$ cat src/bcdr_defines.svh
// Purpose: Subaddresses, field positions and reset values of the
//          burst receiver's control registers.
// Assumes: Included by its bare name.
// Notes: Field ranges are usable directly as part-selects.
`ifndef BCDR_DEFINES_SVH
`define BCDR_DEFINES_SVH

// Register subaddresses
`define BCDR_SUB_LOCKSET 3'h0
`define BCDR_SUB_ACQ 3'h1
`define BCDR_SUB_FMT 3'h2
`define BCDR_SUB_PATH 3'h3
`define BCDR_SUB_STATUS 3'h4

// Reset values
`define BCDR_LOCKSET_RST 8'h00
`define BCDR_ACQ_RST 8'h00
`define BCDR_FMT_RST 8'h00
`define BCDR_PATH_RST 8'h00

// reference_lock_setup fields
`define BCDR_LS_EN 0
`define BCDR_LS_RATIO 5:2
`define BCDR_LS_RANGE 7:6
`define BCDR_RATIO_MAX 4'h8

// acquisition_control fields
`define BCDR_ACQ_GO 5

// output_format_control fields
`define BCDR_FMT_REV 5
`define BCDR_FMT_DDR 4
`define BCDR_FMT_PHASE 3:2

// output_path_control fields
`define BCDR_PATH_SERIAL 7
`define BCDR_PATH_DAT_OFF 6
`define BCDR_PATH_CLK_OFF 5
`define BCDR_PATH_SER_FULL 0

// Status fields
`define BCDR_ST_OVF 0
`define BCDR_ST_SERIAL 1

// Clock edge placement in half-UI slots
`define BCDR_RISE_PAR 4'h4
`define BCDR_RISE_SER 4'h1
`define BCDR_OFS_BASE 4'h0
`define BCDR_OFS_P2UI 4'h4
`define BCDR_OFS_P05UI 4'h1
`define BCDR_OFS_M15UI 4'hd
`define BCDR_MASK_PAR 4'h7
`define BCDR_MASK_DDR 4'hf
`define BCDR_MASK_SER 4'h3
`define BCDR_MASK_SERF 4'h1

`endif

$ cat src/bcdr_pkg.sv
// Purpose: Types shared by the burst receiver output logic.
// Assumes: Nothing.
// Notes: Word layout is also the buffer's data layout.
package bcdr_pkg;

  // One buffered output word
  typedef struct packed {
    logic serial;
    logic [3:0] nib;
  } bcdr_word_s;

  // Output format active for one 8-UI frame
  typedef struct packed {
    logic serial;
    logic rev;
    logic ddr;
    logic ser_full;
    logic [1:0] phase;
    logic clk_off;
    logic dat_off;
  } bcdr_cfg_s;

endpackage

$ cat src/bcdr_mem.sv
// Purpose: Small dual-port store with registered read data.
// Assumes: Read and write on the same clock.
// Notes: Write-first, so a same-cycle write is seen on read.
`timescale 1ns/1ps
module bcdr_mem #(
  parameter int W = 5,
  parameter int D = 16,
  parameter int AW = $clog2(D)
) (
  input wire logic clk,
  input wire logic we,
  input wire logic [AW-1:0] waddr,
  input wire logic [W-1:0] wdata,
  input wire logic [AW-1:0] raddr,
  output logic [W-1:0] rdata_q
);

  logic [W-1:0] mem_q [D];

  // Storage write
  always_ff @(posedge clk)
  begin
    if (we)
      mem_q[waddr] <= wdata;
  end

  // Read with write bypass avoids a stale head word
  always_ff @(posedge clk)
  begin
    rdata_q <= (we && waddr == raddr) ? wdata : mem_q[raddr];
  end

endmodule // bcdr_mem

$ cat src/bcdr_fifo.sv
// Purpose: Show-ahead FIFO between deserializer and output stage.
// Assumes: Synchronous reset, single clock.
// Notes: Ready and valid are flops, so both ends see clean levels.
`timescale 1ns/1ps
module bcdr_fifo #(
  parameter int W = 5,
  parameter int D = 16,
  parameter int AW = $clog2(D)
) (
  input wire logic clk,
  input wire logic sys_rst,
  input wire logic in_valid,
  output logic in_ready_q,
  input wire logic [W-1:0] in_data,
  output logic out_valid_q,
  input wire logic out_ready,
  output logic [W-1:0] out_data
);

  logic [AW-1:0] wr_ptr_q;
  logic [AW-1:0] rd_ptr_q;
  logic [AW-1:0] rd_ptr_d;
  logic [AW:0] count_q;
  logic [AW:0] count_d;
  logic push;
  logic pop;

  // Handshakes and next pointers
  assign push = in_valid && in_ready_q;
  assign pop = out_ready && out_valid_q;
  assign rd_ptr_d = pop ? rd_ptr_q + 1'b1 : rd_ptr_q;
  assign count_d = count_q + (AW+1)'(push) - (AW+1)'(pop);

  // Pointers, fill level and flags
  always_ff @(posedge clk)
  begin
    if (sys_rst)
    begin
      wr_ptr_q <= '0;
      rd_ptr_q <= '0;
      count_q <= '0;
      in_ready_q <= 1'b0;
      out_valid_q <= 1'b0;
    end
    else
    begin
      if (push)
        wr_ptr_q <= wr_ptr_q + 1'b1;
      rd_ptr_q <= rd_ptr_d;
      count_q <= count_d;
      in_ready_q <= count_d < (AW+1)'(D);
      out_valid_q <= count_d != '0;
    end
  end

  bcdr_mem #(.W(W), .D(D)) u_mem (
    .clk(clk),
    .we(push),
    .waddr(wr_ptr_q),
    .wdata(in_data),
    .raddr(rd_ptr_d),
    .rdata_q(out_data)
  );

endmodule // bcdr_fifo

$ cat src/bcdr_top.sv
// Purpose: Reference-ratio setup and output formatting of a burst
//          clock and data recovery receiver.
// Assumes: One rx_bit per clk while rx_valid; clk is the bit clock.
// Notes: Output clock is given as two half-UI slots per cycle.
`timescale 1ns/1ps
`include "bcdr_defines.svh"
module bcdr_top
  import bcdr_pkg::*;
#(
  parameter int FIFO_DEPTH = 16
) (
  input wire logic clk,
  input wire logic sys_rst,
  input wire logic rx_bit,
  input wire logic rx_valid,
  output logic rx_ready,
  input wire logic reg_wr_en,
  input wire logic reg_rd_en,
  input wire logic [2:0] reg_addr,
  input wire logic [7:0] reg_wdata,
  output logic [7:0] reg_rdata_q,
  output logic reg_ack_q,
  output logic ref_lock_en_q,
  output logic [1:0] ref_range_q,
  output logic [3:0] ref_div_q,
  output logic [8:0] lock_multiple_q,
  output logic acq_start_q,
  output logic [3:0] par_lanes_q,
  output logic data_oe_q,
  output logic [1:0] rclk_out_q,
  output logic rclk_oe_q
);

  ////////////////////////////////////////////////////////////////////
  // Functions

  // Lane order reversal
  function automatic logic [3:0] bit_rev(input logic [3:0] v);
    bit_rev = {v[0], v[1], v[2], v[3]};
  endfunction

  // Clock level in one half-UI slot
  function automatic logic clk_lvl(input logic [3:0] slot,
                                   input logic [3:0] rise,
                                   input logic [3:0] pmask);
    logic [3:0] d;
    d = (slot - rise) & pmask;
    clk_lvl = d <= (pmask >> 1);
  endfunction

  ////////////////////////////////////////////////////////////////////
  // Registers

  logic [7:0] lockset_q;
  logic [7:0] acq_q;
  logic [7:0] fmt_q;
  logic [7:0] path_q;
  logic ovf_q;
  logic sub_ok;
  logic wr_lockset;
  logic wr_acq;
  logic wr_fmt;
  logic wr_path;
  logic wr_status;
  bcdr_cfg_s cfg_q;
  bcdr_cfg_s cfg_d;

  // Subaddress decode; others get no acknowledge
  assign sub_ok = reg_addr <= `BCDR_SUB_STATUS;
  assign wr_lockset = reg_wr_en && reg_addr == `BCDR_SUB_LOCKSET;
  assign wr_acq = reg_wr_en && reg_addr == `BCDR_SUB_ACQ;
  assign wr_fmt = reg_wr_en && reg_addr == `BCDR_SUB_FMT;
  assign wr_path = reg_wr_en && reg_addr == `BCDR_SUB_PATH;
  assign wr_status = reg_wr_en && reg_addr == `BCDR_SUB_STATUS;

  // Control register writes
  always_ff @(posedge clk)
  begin
    if (sys_rst)
    begin
      lockset_q <= `BCDR_LOCKSET_RST;
      acq_q <= `BCDR_ACQ_RST;
      fmt_q <= `BCDR_FMT_RST;
      path_q <= `BCDR_PATH_RST;
    end
    else
    begin
      if (wr_lockset)
        lockset_q <= reg_wdata;
      if (wr_acq)
        acq_q <= reg_wdata;
      if (wr_fmt)
        fmt_q <= reg_wdata;
      if (wr_path)
        path_q <= reg_wdata;
    end
  end

  // Read data and acknowledge
  always_ff @(posedge clk)
  begin
    if (sys_rst)
    begin
      reg_rdata_q <= 8'h00;
      reg_ack_q <= 1'b0;
    end
    else
    begin
      reg_ack_q <= (reg_wr_en || reg_rd_en) && sub_ok;
      if (reg_rd_en)
      begin
        unique case (reg_addr)
          `BCDR_SUB_LOCKSET: reg_rdata_q <= lockset_q;
          `BCDR_SUB_ACQ: reg_rdata_q <= acq_q;
          `BCDR_SUB_FMT: reg_rdata_q <= fmt_q;
          `BCDR_SUB_PATH: reg_rdata_q <= path_q;
          `BCDR_SUB_STATUS: reg_rdata_q <= {6'h00, cfg_q.serial, ovf_q};
          default: reg_rdata_q <= 8'h00;
        endcase
      end
    end
  end

  ////////////////////////////////////////////////////////////////////
  // Frequency loop setup

  // Exponents to loop controls; codes above 8 clamp to 256
  always_ff @(posedge clk)
  begin
    if (sys_rst)
    begin
      ref_lock_en_q <= 1'b0;
      ref_range_q <= 2'h0;
      ref_div_q <= 4'h1;
      lock_multiple_q <= 9'h001;
    end
    else
    begin
      ref_lock_en_q <= lockset_q[`BCDR_LS_EN];
      ref_range_q <= lockset_q[`BCDR_LS_RANGE];
      ref_div_q <= 4'h1 << lockset_q[`BCDR_LS_RANGE];
      if (lockset_q[`BCDR_LS_RATIO] > `BCDR_RATIO_MAX)
        lock_multiple_q <= 9'h100;
      else
        lock_multiple_q <= 9'h001 << lockset_q[`BCDR_LS_RATIO];
    end
  end

  // Rising write of acquisition bit starts acquisition
  always_ff @(posedge clk)
  begin
    if (sys_rst)
      acq_start_q <= 1'b0;
    else
      acq_start_q <= wr_acq && reg_wdata[`BCDR_ACQ_GO] && !acq_q[`BCDR_ACQ_GO];
  end

  ////////////////////////////////////////////////////////////////////
  // Deserializer

  logic [1:0] des_cnt_q;
  logic [2:0] des_sh_q;
  logic in_serial_q;
  logic in_serial;
  logic push_valid;
  logic fifo_in_ready;
  bcdr_word_s push_word;

  // Path switch taken only between nibbles
  assign in_serial = des_cnt_q == 2'h0 ? path_q[`BCDR_PATH_SERIAL] : in_serial_q;
  assign push_valid = rx_valid && (in_serial || des_cnt_q == 2'h3);
  assign push_word.serial = in_serial;
  assign push_word.nib = in_serial ? {3'h0, rx_bit} : {des_sh_q, rx_bit};
  assign rx_ready = fifo_in_ready;

  // Bit gathering, earliest bit ends in bit 3
  always_ff @(posedge clk)
  begin
    if (sys_rst)
    begin
      des_cnt_q <= 2'h0;
      des_sh_q <= 3'h0;
      in_serial_q <= 1'b0;
    end
    else if (rx_valid)
    begin
      in_serial_q <= in_serial;
      des_cnt_q <= in_serial ? 2'h0 : des_cnt_q + 2'h1;
      des_sh_q <= {des_sh_q[1:0], rx_bit};
    end
  end

  // A lost word stays flagged until software clears it; set wins
  always_ff @(posedge clk)
  begin
    if (sys_rst)
      ovf_q <= 1'b0;
    else if (push_valid && !fifo_in_ready)
      ovf_q <= 1'b1;
    else if (wr_status && reg_wdata[`BCDR_ST_OVF])
      ovf_q <= 1'b0;
  end

  ////////////////////////////////////////////////////////////////////
  // Buffer

  logic head_valid;
  logic take;
  bcdr_word_s head;

  bcdr_fifo #(.W($bits(bcdr_word_s)), .D(FIFO_DEPTH)) u_fifo (
    .clk(clk),
    .sys_rst(sys_rst),
    .in_valid(push_valid),
    .in_ready_q(fifo_in_ready),
    .in_data(push_word),
    .out_valid_q(head_valid),
    .out_ready(take),
    .out_data(head)
  );

  ////////////////////////////////////////////////////////////////////
  // Output stage

  logic [2:0] ui_q;
  logic [2:0] ui_d;
  logic [3:0] rise;
  logic [3:0] pmask;
  logic [3:0] ofs;

  // Live register view of the format
  assign cfg_d.serial = path_q[`BCDR_PATH_SERIAL];
  assign cfg_d.rev = fmt_q[`BCDR_FMT_REV];
  assign cfg_d.ddr = fmt_q[`BCDR_FMT_DDR];
  assign cfg_d.ser_full = path_q[`BCDR_PATH_SER_FULL];
  assign cfg_d.phase = fmt_q[`BCDR_FMT_PHASE];
  assign cfg_d.clk_off = path_q[`BCDR_PATH_CLK_OFF];
  assign cfg_d.dat_off = path_q[`BCDR_PATH_DAT_OFF];
  assign ui_d = ui_q + 3'h1;

  // UI position within the 8-UI frame; format latched at its end
  always_ff @(posedge clk)
  begin
    if (sys_rst)
    begin
      ui_q <= 3'h0;
      cfg_q <= '0;
    end
    else
    begin
      ui_q <= ui_d;
      if (ui_q == 3'h7)
        cfg_q <= cfg_d;
    end
  end

  // Draining stalls while data buffers are off, so the FIFO backs up
  assign take = head_valid && !cfg_q.dat_off && (cfg_q.serial || ui_q[1:0] == 2'h3);

  // Lane driving
  always_ff @(posedge clk)
  begin
    if (sys_rst)
    begin
      par_lanes_q <= 4'h0;
      data_oe_q <= 1'b0;
    end
    else
    begin
      data_oe_q <= !cfg_q.dat_off;
      if (cfg_q.dat_off)
        par_lanes_q <= 4'h0;
      else if (take && head.serial)
        par_lanes_q <= head.nib;
      else if (take)
        par_lanes_q <= cfg_q.rev ? bit_rev(head.nib) : head.nib;
    end
  end

  // Phase code to slot offset; 00 is the centred edge
  always_comb
  begin
    unique case (cfg_q.phase)
      2'h0: ofs = `BCDR_OFS_BASE;
      2'h1: ofs = `BCDR_OFS_P2UI;
      2'h2: ofs = `BCDR_OFS_P05UI;
      2'h3: ofs = `BCDR_OFS_M15UI;
    endcase
  end

  // Clock period and edge placement per mode
  always_comb
  begin
    if (cfg_q.serial)
    begin
      rise = `BCDR_RISE_SER;
      pmask = cfg_q.ser_full ? `BCDR_MASK_SERF : `BCDR_MASK_SER;
    end
    else
    begin
      rise = `BCDR_RISE_PAR + ofs;
      pmask = cfg_q.ddr ? `BCDR_MASK_DDR : `BCDR_MASK_PAR;
    end
  end

  // Two half-UI clock slots, aligned with the registered lanes
  always_ff @(posedge clk)
  begin
    if (sys_rst)
    begin
      rclk_out_q <= 2'h0;
      rclk_oe_q <= 1'b0;
    end
    else
    begin
      rclk_oe_q <= !cfg_q.clk_off;
      if (cfg_q.clk_off)
        rclk_out_q <= 2'h0;
      else
        rclk_out_q <= {clk_lvl({ui_d, 1'b1}, rise, pmask),
                       clk_lvl({ui_d, 1'b0}, rise, pmask)};
    end
  end

  ////////////////////////////////////////////////////////////////////
  // Checks

  logic [3:0] cfg_age_q;

  // Cycles since the active format last changed
  always_ff @(posedge clk)
  begin
    if (sys_rst)
      cfg_age_q <= 4'h0;
    else if (ui_q == 3'h7 && cfg_d != cfg_q)
      cfg_age_q <= 4'h0;
    else if (cfg_age_q != 4'hf)
      cfg_age_q <= cfg_age_q + 4'h1;
  end

  chk_acq_pulse: assert property (@(posedge clk) disable iff (sys_rst)
    (wr_acq && reg_wdata[5] && !acq_q[5]) |=> acq_start_q ##1 !acq_start_q)
    else $error("acquisition start pulse wrong");

  chk_ref_div: assert property (@(posedge clk) disable iff (sys_rst)
    !$past(sys_rst) |-> ref_div_q == (4'h1 << $past(lockset_q[7:6])) &&
      ref_range_q == $past(lockset_q[7:6]))
    else $error("reference divider does not follow range");

  chk_ratio_mult: assert property (@(posedge clk) disable iff (sys_rst)
    ($past(lockset_q[5:2]) <= 4'h8 && !$past(sys_rst)) |->
      lock_multiple_q == (9'h001 << $past(lockset_q[5:2])))
    else $error("lock multiple does not follow ratio");

  chk_cfg_boundary: assert property (@(posedge clk) disable iff (sys_rst)
    $changed(cfg_q) |-> ui_q == 3'h0)
    else $error("format changed inside a frame");

  chk_lane_order: assert property (@(posedge clk) disable iff (sys_rst)
    (take && !head.serial && !cfg_q.dat_off) |=>
      par_lanes_q == ($past(cfg_q.rev) ? bit_rev($past(head.nib)) : $past(head.nib)))
    else $error("nibble lane order wrong");

  chk_serial_lane: assert property (@(posedge clk) disable iff (sys_rst)
    (take && head.serial && !cfg_q.dat_off) |=>
      par_lanes_q == {3'h0, $past(head.nib[0])})
    else $error("serial data not on lane 0 only");

  chk_par_full: assert property (@(posedge clk) disable iff (sys_rst)
    (!cfg_q.serial && !cfg_q.ddr && !cfg_q.clk_off && cfg_age_q > 4'h3) |->
      rclk_out_q == ~$past(rclk_out_q, 2))
    else $error("parallel clock not full rate");

  chk_par_ddr: assert property (@(posedge clk) disable iff (sys_rst)
    (!cfg_q.serial && cfg_q.ddr && !cfg_q.clk_off && cfg_age_q > 4'h5) |->
      rclk_out_q == ~$past(rclk_out_q, 4))
    else $error("parallel clock not divided by two");

  chk_ser_half: assert property (@(posedge clk) disable iff (sys_rst)
    (cfg_q.serial && !cfg_q.ser_full && !cfg_q.clk_off && cfg_age_q > 4'h2) |->
      rclk_out_q == ~$past(rclk_out_q))
    else $error("serial clock not half rate");

  chk_ser_full: assert property (@(posedge clk) disable iff (sys_rst)
    (cfg_q.serial && cfg_q.ser_full && !cfg_q.clk_off && cfg_age_q > 4'h1) |->
      rclk_out_q == 2'h2)
    else $error("serial clock not full rate");

  chk_phase_step: assert property (@(posedge clk) disable iff (sys_rst)
    (!cfg_q.serial && !cfg_q.ddr && !cfg_q.clk_off && cfg_age_q > 4'h1 &&
     ui_q[1:0] == 2'h2) |->
      rclk_out_q == (cfg_q.phase == 2'h0 ? 2'h3 : cfg_q.phase == 2'h1 ? 2'h0 :
                     cfg_q.phase == 2'h2 ? 2'h2 : 2'h1))
    else $error("clock phase offset wrong");

  chk_clk_off: assert property (@(posedge clk) disable iff (sys_rst)
    cfg_q.clk_off |=> rclk_out_q == 2'h0 && !rclk_oe_q)
    else $error("clock buffers not disabled");

  chk_dat_off: assert property (@(posedge clk) disable iff (sys_rst)
    cfg_q.dat_off |=> par_lanes_q == 4'h0 && !data_oe_q)
    else $error("data buffers not disabled");

endmodule // bcdr_top

$ cat config.mk
export PLATFORM = sky130hd
export DESIGN_NAME = bcdr_top
export DESIGN_NICKNAME = d
export VERILOG_FILES = /design/src/bcdr_pkg.sv /design/src/bcdr_mem.sv /design/src/bcdr_fifo.sv /design/src/bcdr_top.sv
export VERILOG_INCLUDE_DIRS = /design/src
export SDC_FILE = /design/constraint.sdc
export NUM_CORES = 1
export LEC_CHECK = 0
export ABC_AREA = 1
export BUFFER_PORTS_ARGS = -buffer_cell sky130_fd_sc_hd__buf_2
export CORE_UTILIZATION = 55
export CTS_CLUSTER_DIAMETER = 80
export DETAILED_ROUTE_END_ITERATION = 7
export HOLD_SLACK_MARGIN = 0.02
export PLACE_DENSITY = 0.74
export SYNTH_ARGS = -nofsm -noshare
export SYNTH_HDL_FRONTEND = slang
export SYNTH_SLANG_ARGS = --single-unit
$ cat constraint.sdc
create_clock -name clk -period 3.35 [get_ports clk]
set_input_delay 0.1675 -clock clk [delete_from_list [all_inputs] [get_ports clk]]
set_output_delay 0.1675 -clock clk [all_outputs]
set_load 0.1 [all_outputs]
==> summary.txt <==
Outcome
  • Status: completed

Yosys
  • Synth warn: 0
  • Largest cells by area after synthesis: edfxtp_1, dfxtp_1, nand2_1
  • Mapped Area: 7600 µm²
  • Synthesized Nets: 898
  • Area leader, netlist: edfxtp_1
  • Commonest cells in the netlist: nand2_1, inv_1, dfxtp_1, edfxtp_1, nand3_1
  • #FFs+latches synth: 183
  • Yosys top cell area share: 31.6%
  • Mapped Cells: 861
  • Count of cell types in the netlist: 37
  • Seq/Total Area, Yosys: 58.7%
  • Synth Flop Type: dfxtp_1
  • Count leader, synth: nand2_1
  • EDFF count, synth: 80
  • Asr flop ratio synth: 0%
  • Syn avg cell area: 8.83 µm²

Setup path
  • CP endpoint kind: register
  • WP data arrival: 3.04 ns
  • Most numerous cell on the critical path: ha_1
  • CP max FO: 8
  • Buf+Inv Stages, Crit Path: 3
  • Reg2reg setup slack: 0.60 ns
  • Crit-path max cell delay: 0.40 ns
  • Worst path cell trace: ha_1 > o211ai_2 > inv_2 > ha_1 > inv_1 > ha_1 > inv_1 > fa_1 > o21ai_0 > xnor2_1 > a41oi_1
  • FF-to-FF path depth: 11
  • Critical Path Stages: 11
  • Worst r2r dst: u_fifo.out_valid_q
  • FF-to-FF Start: ui_q[0]
  • Slowest CP cell: fa_1
  • Worst Setup Start Kind: register
  • Worst EP required: 3.63 ns
  • Top delay family on crit path: adder cells
  • Kind of critical path: register to register

Die
  • Row cnt: 42
  • Die Height: 120 µm
  • Die ar.: 14300 µm²
  • Die width: 120 µm
  • Area of the core: 13300 µm²
  • Starting Density: 57.0%
  • I/O pin count: 52

Timing
  • Minimum clock period: 2.75 ns
  • RSZ-0062 raised after global routing: false
  • Final worst slack: 0.597 ns
  • Max_slew headroom: 30.7%
  • Achievable frequency: 363 MHz
  • Fin crit share: 82.2%
  • Final Max Slew Viols: 0
  • Final Setup Violations: 0
  • Final hold violation count: 0
  • Worst Max-Slew Pin Slew: 1.04 ns
  • Skew final: 0.00657 ns
  • Setup TNS Final: 0 ns

Finish
  • Post-route insts no fill: 1100
  • Fillers: 1116
  • Diodes inserted: 0
  • Final nets: 948
  • Ratio of cells with drive above 1 in the final layout: 10.8%
  • Layout area overhead: 12.8%

Clock tree
  • CTS Buf Count: 17
  • Max clock buf depth: 2
  • CTS H-tree lvls: 4
  • CTS tree: yes
  • Root buffer cell: clkbuf_16
  • Postcts setup bufs: 0
  • Clock Latency Late Sink: 0.43 ns
  • TritonCTS Sinks: 183
  • Reg clk slew, reported paths: 0.07 ns

Pwr
  • Final Power: 4.87 mW
  • VDD IR max: 0.000392 V
  • PwrDens: 568 nW/µm²
  • P_leak: 3.63 nW

Worst hold path
  • Hold Crit Start: reg_wdata[1]
  • Hold path depth: 3
  • Hold Crit Class: input pin to register
  • Hold worst-path end: acq_q[1]

Global routing
  • Global-route wire length before repair: 26000 µm
  • Largest net degree at the start of global routing: 49
  • Initial antenna violation count: 0
  • Vias in the first global route: 5287
  • Global route total overflow: 0
  • GRT Total Usage: 23.6%

Flow run
  • MaxCap Viol Count: 0

Routing
  • DRC violation count after routing: 0
  • Drt pass-1 iters: 5
  • Final WL: 15800 µm
  • Initial DRC count: 460
  • Post-DR wirelength/cell: 14.3 µm
  • Drt via density: 5.26
  • Routed via count: 5784
  • Antenna-violating nets left: 0

Placement
  • Dpl ws: 0.589 ns
  • RePlAce Congestion: 0.825
  • IO buf count: 51
  • Placed wire-length estimate: 10500 µm
  • Dpl cells: 1064
stage by stage:
| step | hold WS [ns] | util, % | cell area [µm²] |
|---|---|---|---|
| finish | 0.0284 | 64.2 | 8570 |
| global placement | 0.441 | 59.9 | 8000 |
| floorplan | 0.246 | - | 7600 |
| CTS | 0.0221 | 64.2 | 8570 |
| global route | 0.0232 | 64.2 | 8570 |
| detailed placement | 0.438 | 59.9 | 8000 |
worst min-delay path, stage by stage:
cell,delay (ns)
buf_2,0.13
nand2_1,0.06
a21oi_1,0.05
registers in the layout (all words and copies together) (netlist names), 5 cells and up, named ones only:
signal and flops:
reg_rdata_q 8, acq_q 8, cfg_q 8, fmt_q 8, lockset_q 8, u_fifo.count_q 5
path_q 8, lock_multiple_q 9, u_fifo.u_mem.mem_q 80
per-layer routing:
metal / global-route usage, % / wire (µm)
met5: 0 / 0
met4: 7.97 / 235
met3: 5.37 / 1000
met2: 35.8 / 7030
met1: 33.3 / 7520
cell usage in the layout (no fill, tap or decap), drive strengths merged, types with 2 or more instances in the layout:
cell type	netlist	final
a211oi	2	2
a21oi	56	56
buf	13	57
clkbuf	17	18
clkinv	3	13
clkinvlp	0	2
dfxtp	103	103
dlygate4sd3	0	4
edfxtp	80	80
ha	19	19
inv	116	117
nand2	210	210
nand3	79	79
nand4	6	6
nor2	79	79
nor3	11	11
nor4	2	2
o2111ai	2	2
o21a	2	2
o21ai	38	38
xnor2	6	6
xor2	5	5
worst max-delay path by stage:
stage / from / endpoint / slack, ns
6_report: ui_q[0] / u_fifo.out_valid_q / 0.60
5_1_grt: ui_q[0] / u_fifo.out_valid_q / 0.34
4_1_cts: ui_q[0] / u_fifo.out_valid_q / 0.59
3_5_place_dp: ui_q[0] / u_fifo.out_valid_q / 0.59
3_3_place_gp: ui_q[0] / u_fifo.out_valid_q / 0.66
2_1_floorplan: u_fifo.in_ready_q / u_fifo.out_valid_q / 0.76
cells by family (layout without fill, tap and decap cells):
group	after synthesis	after routing	synth area share [%]
AND/OR/NAND/NOR	390	390	21.4
adder cells (fa/ha/maj)	20	20	3.39
XOR/XNOR	11	11	1.27
AO/OA/AOI/OAI	108	108	7.70
flip-flops	183	183	58.7
buffers and inverters	149	212	7.58
where the power goes:
part / switching (mW) / internal (mW) / leakage [nW] / total (mW)
logic: 0.433 / 0.174 / 1.80 / 0.607
clock network: 0.821 / 1.01 / 0.267 / 1.83
registers: 0.0361 / 2.39 / 1.56 / 2.43
total: 1.29 / 3.58 / 3.63 / 4.87
cell type report:
| cell class | instances | area [µm²] | area share, % |
|---|---|---|---|
| flip-flops and latches | 183 | 4460 | 52.1 |
| multi-input cells | 529 | 2560 | 29.9 |
| inverters | 119 | 447 | 5.21 |
| clock buffers | 18 | 429 | 5.01 |
| repair buffers | 61 | 340 | 3.97 |
| well taps | 176 | 220 | 2.57 |
| clock inverters | 14 | 110 | 1.28 |
what timing repair did:
| action | in CTS | in global routing |
|---|---|---|
| endpoints found under the hold margin | 4 | 0 |
| resized for setup | 0 | 0 |
| hold buffers | 4 | 0 |
Power figures use the tool's default switching activity.
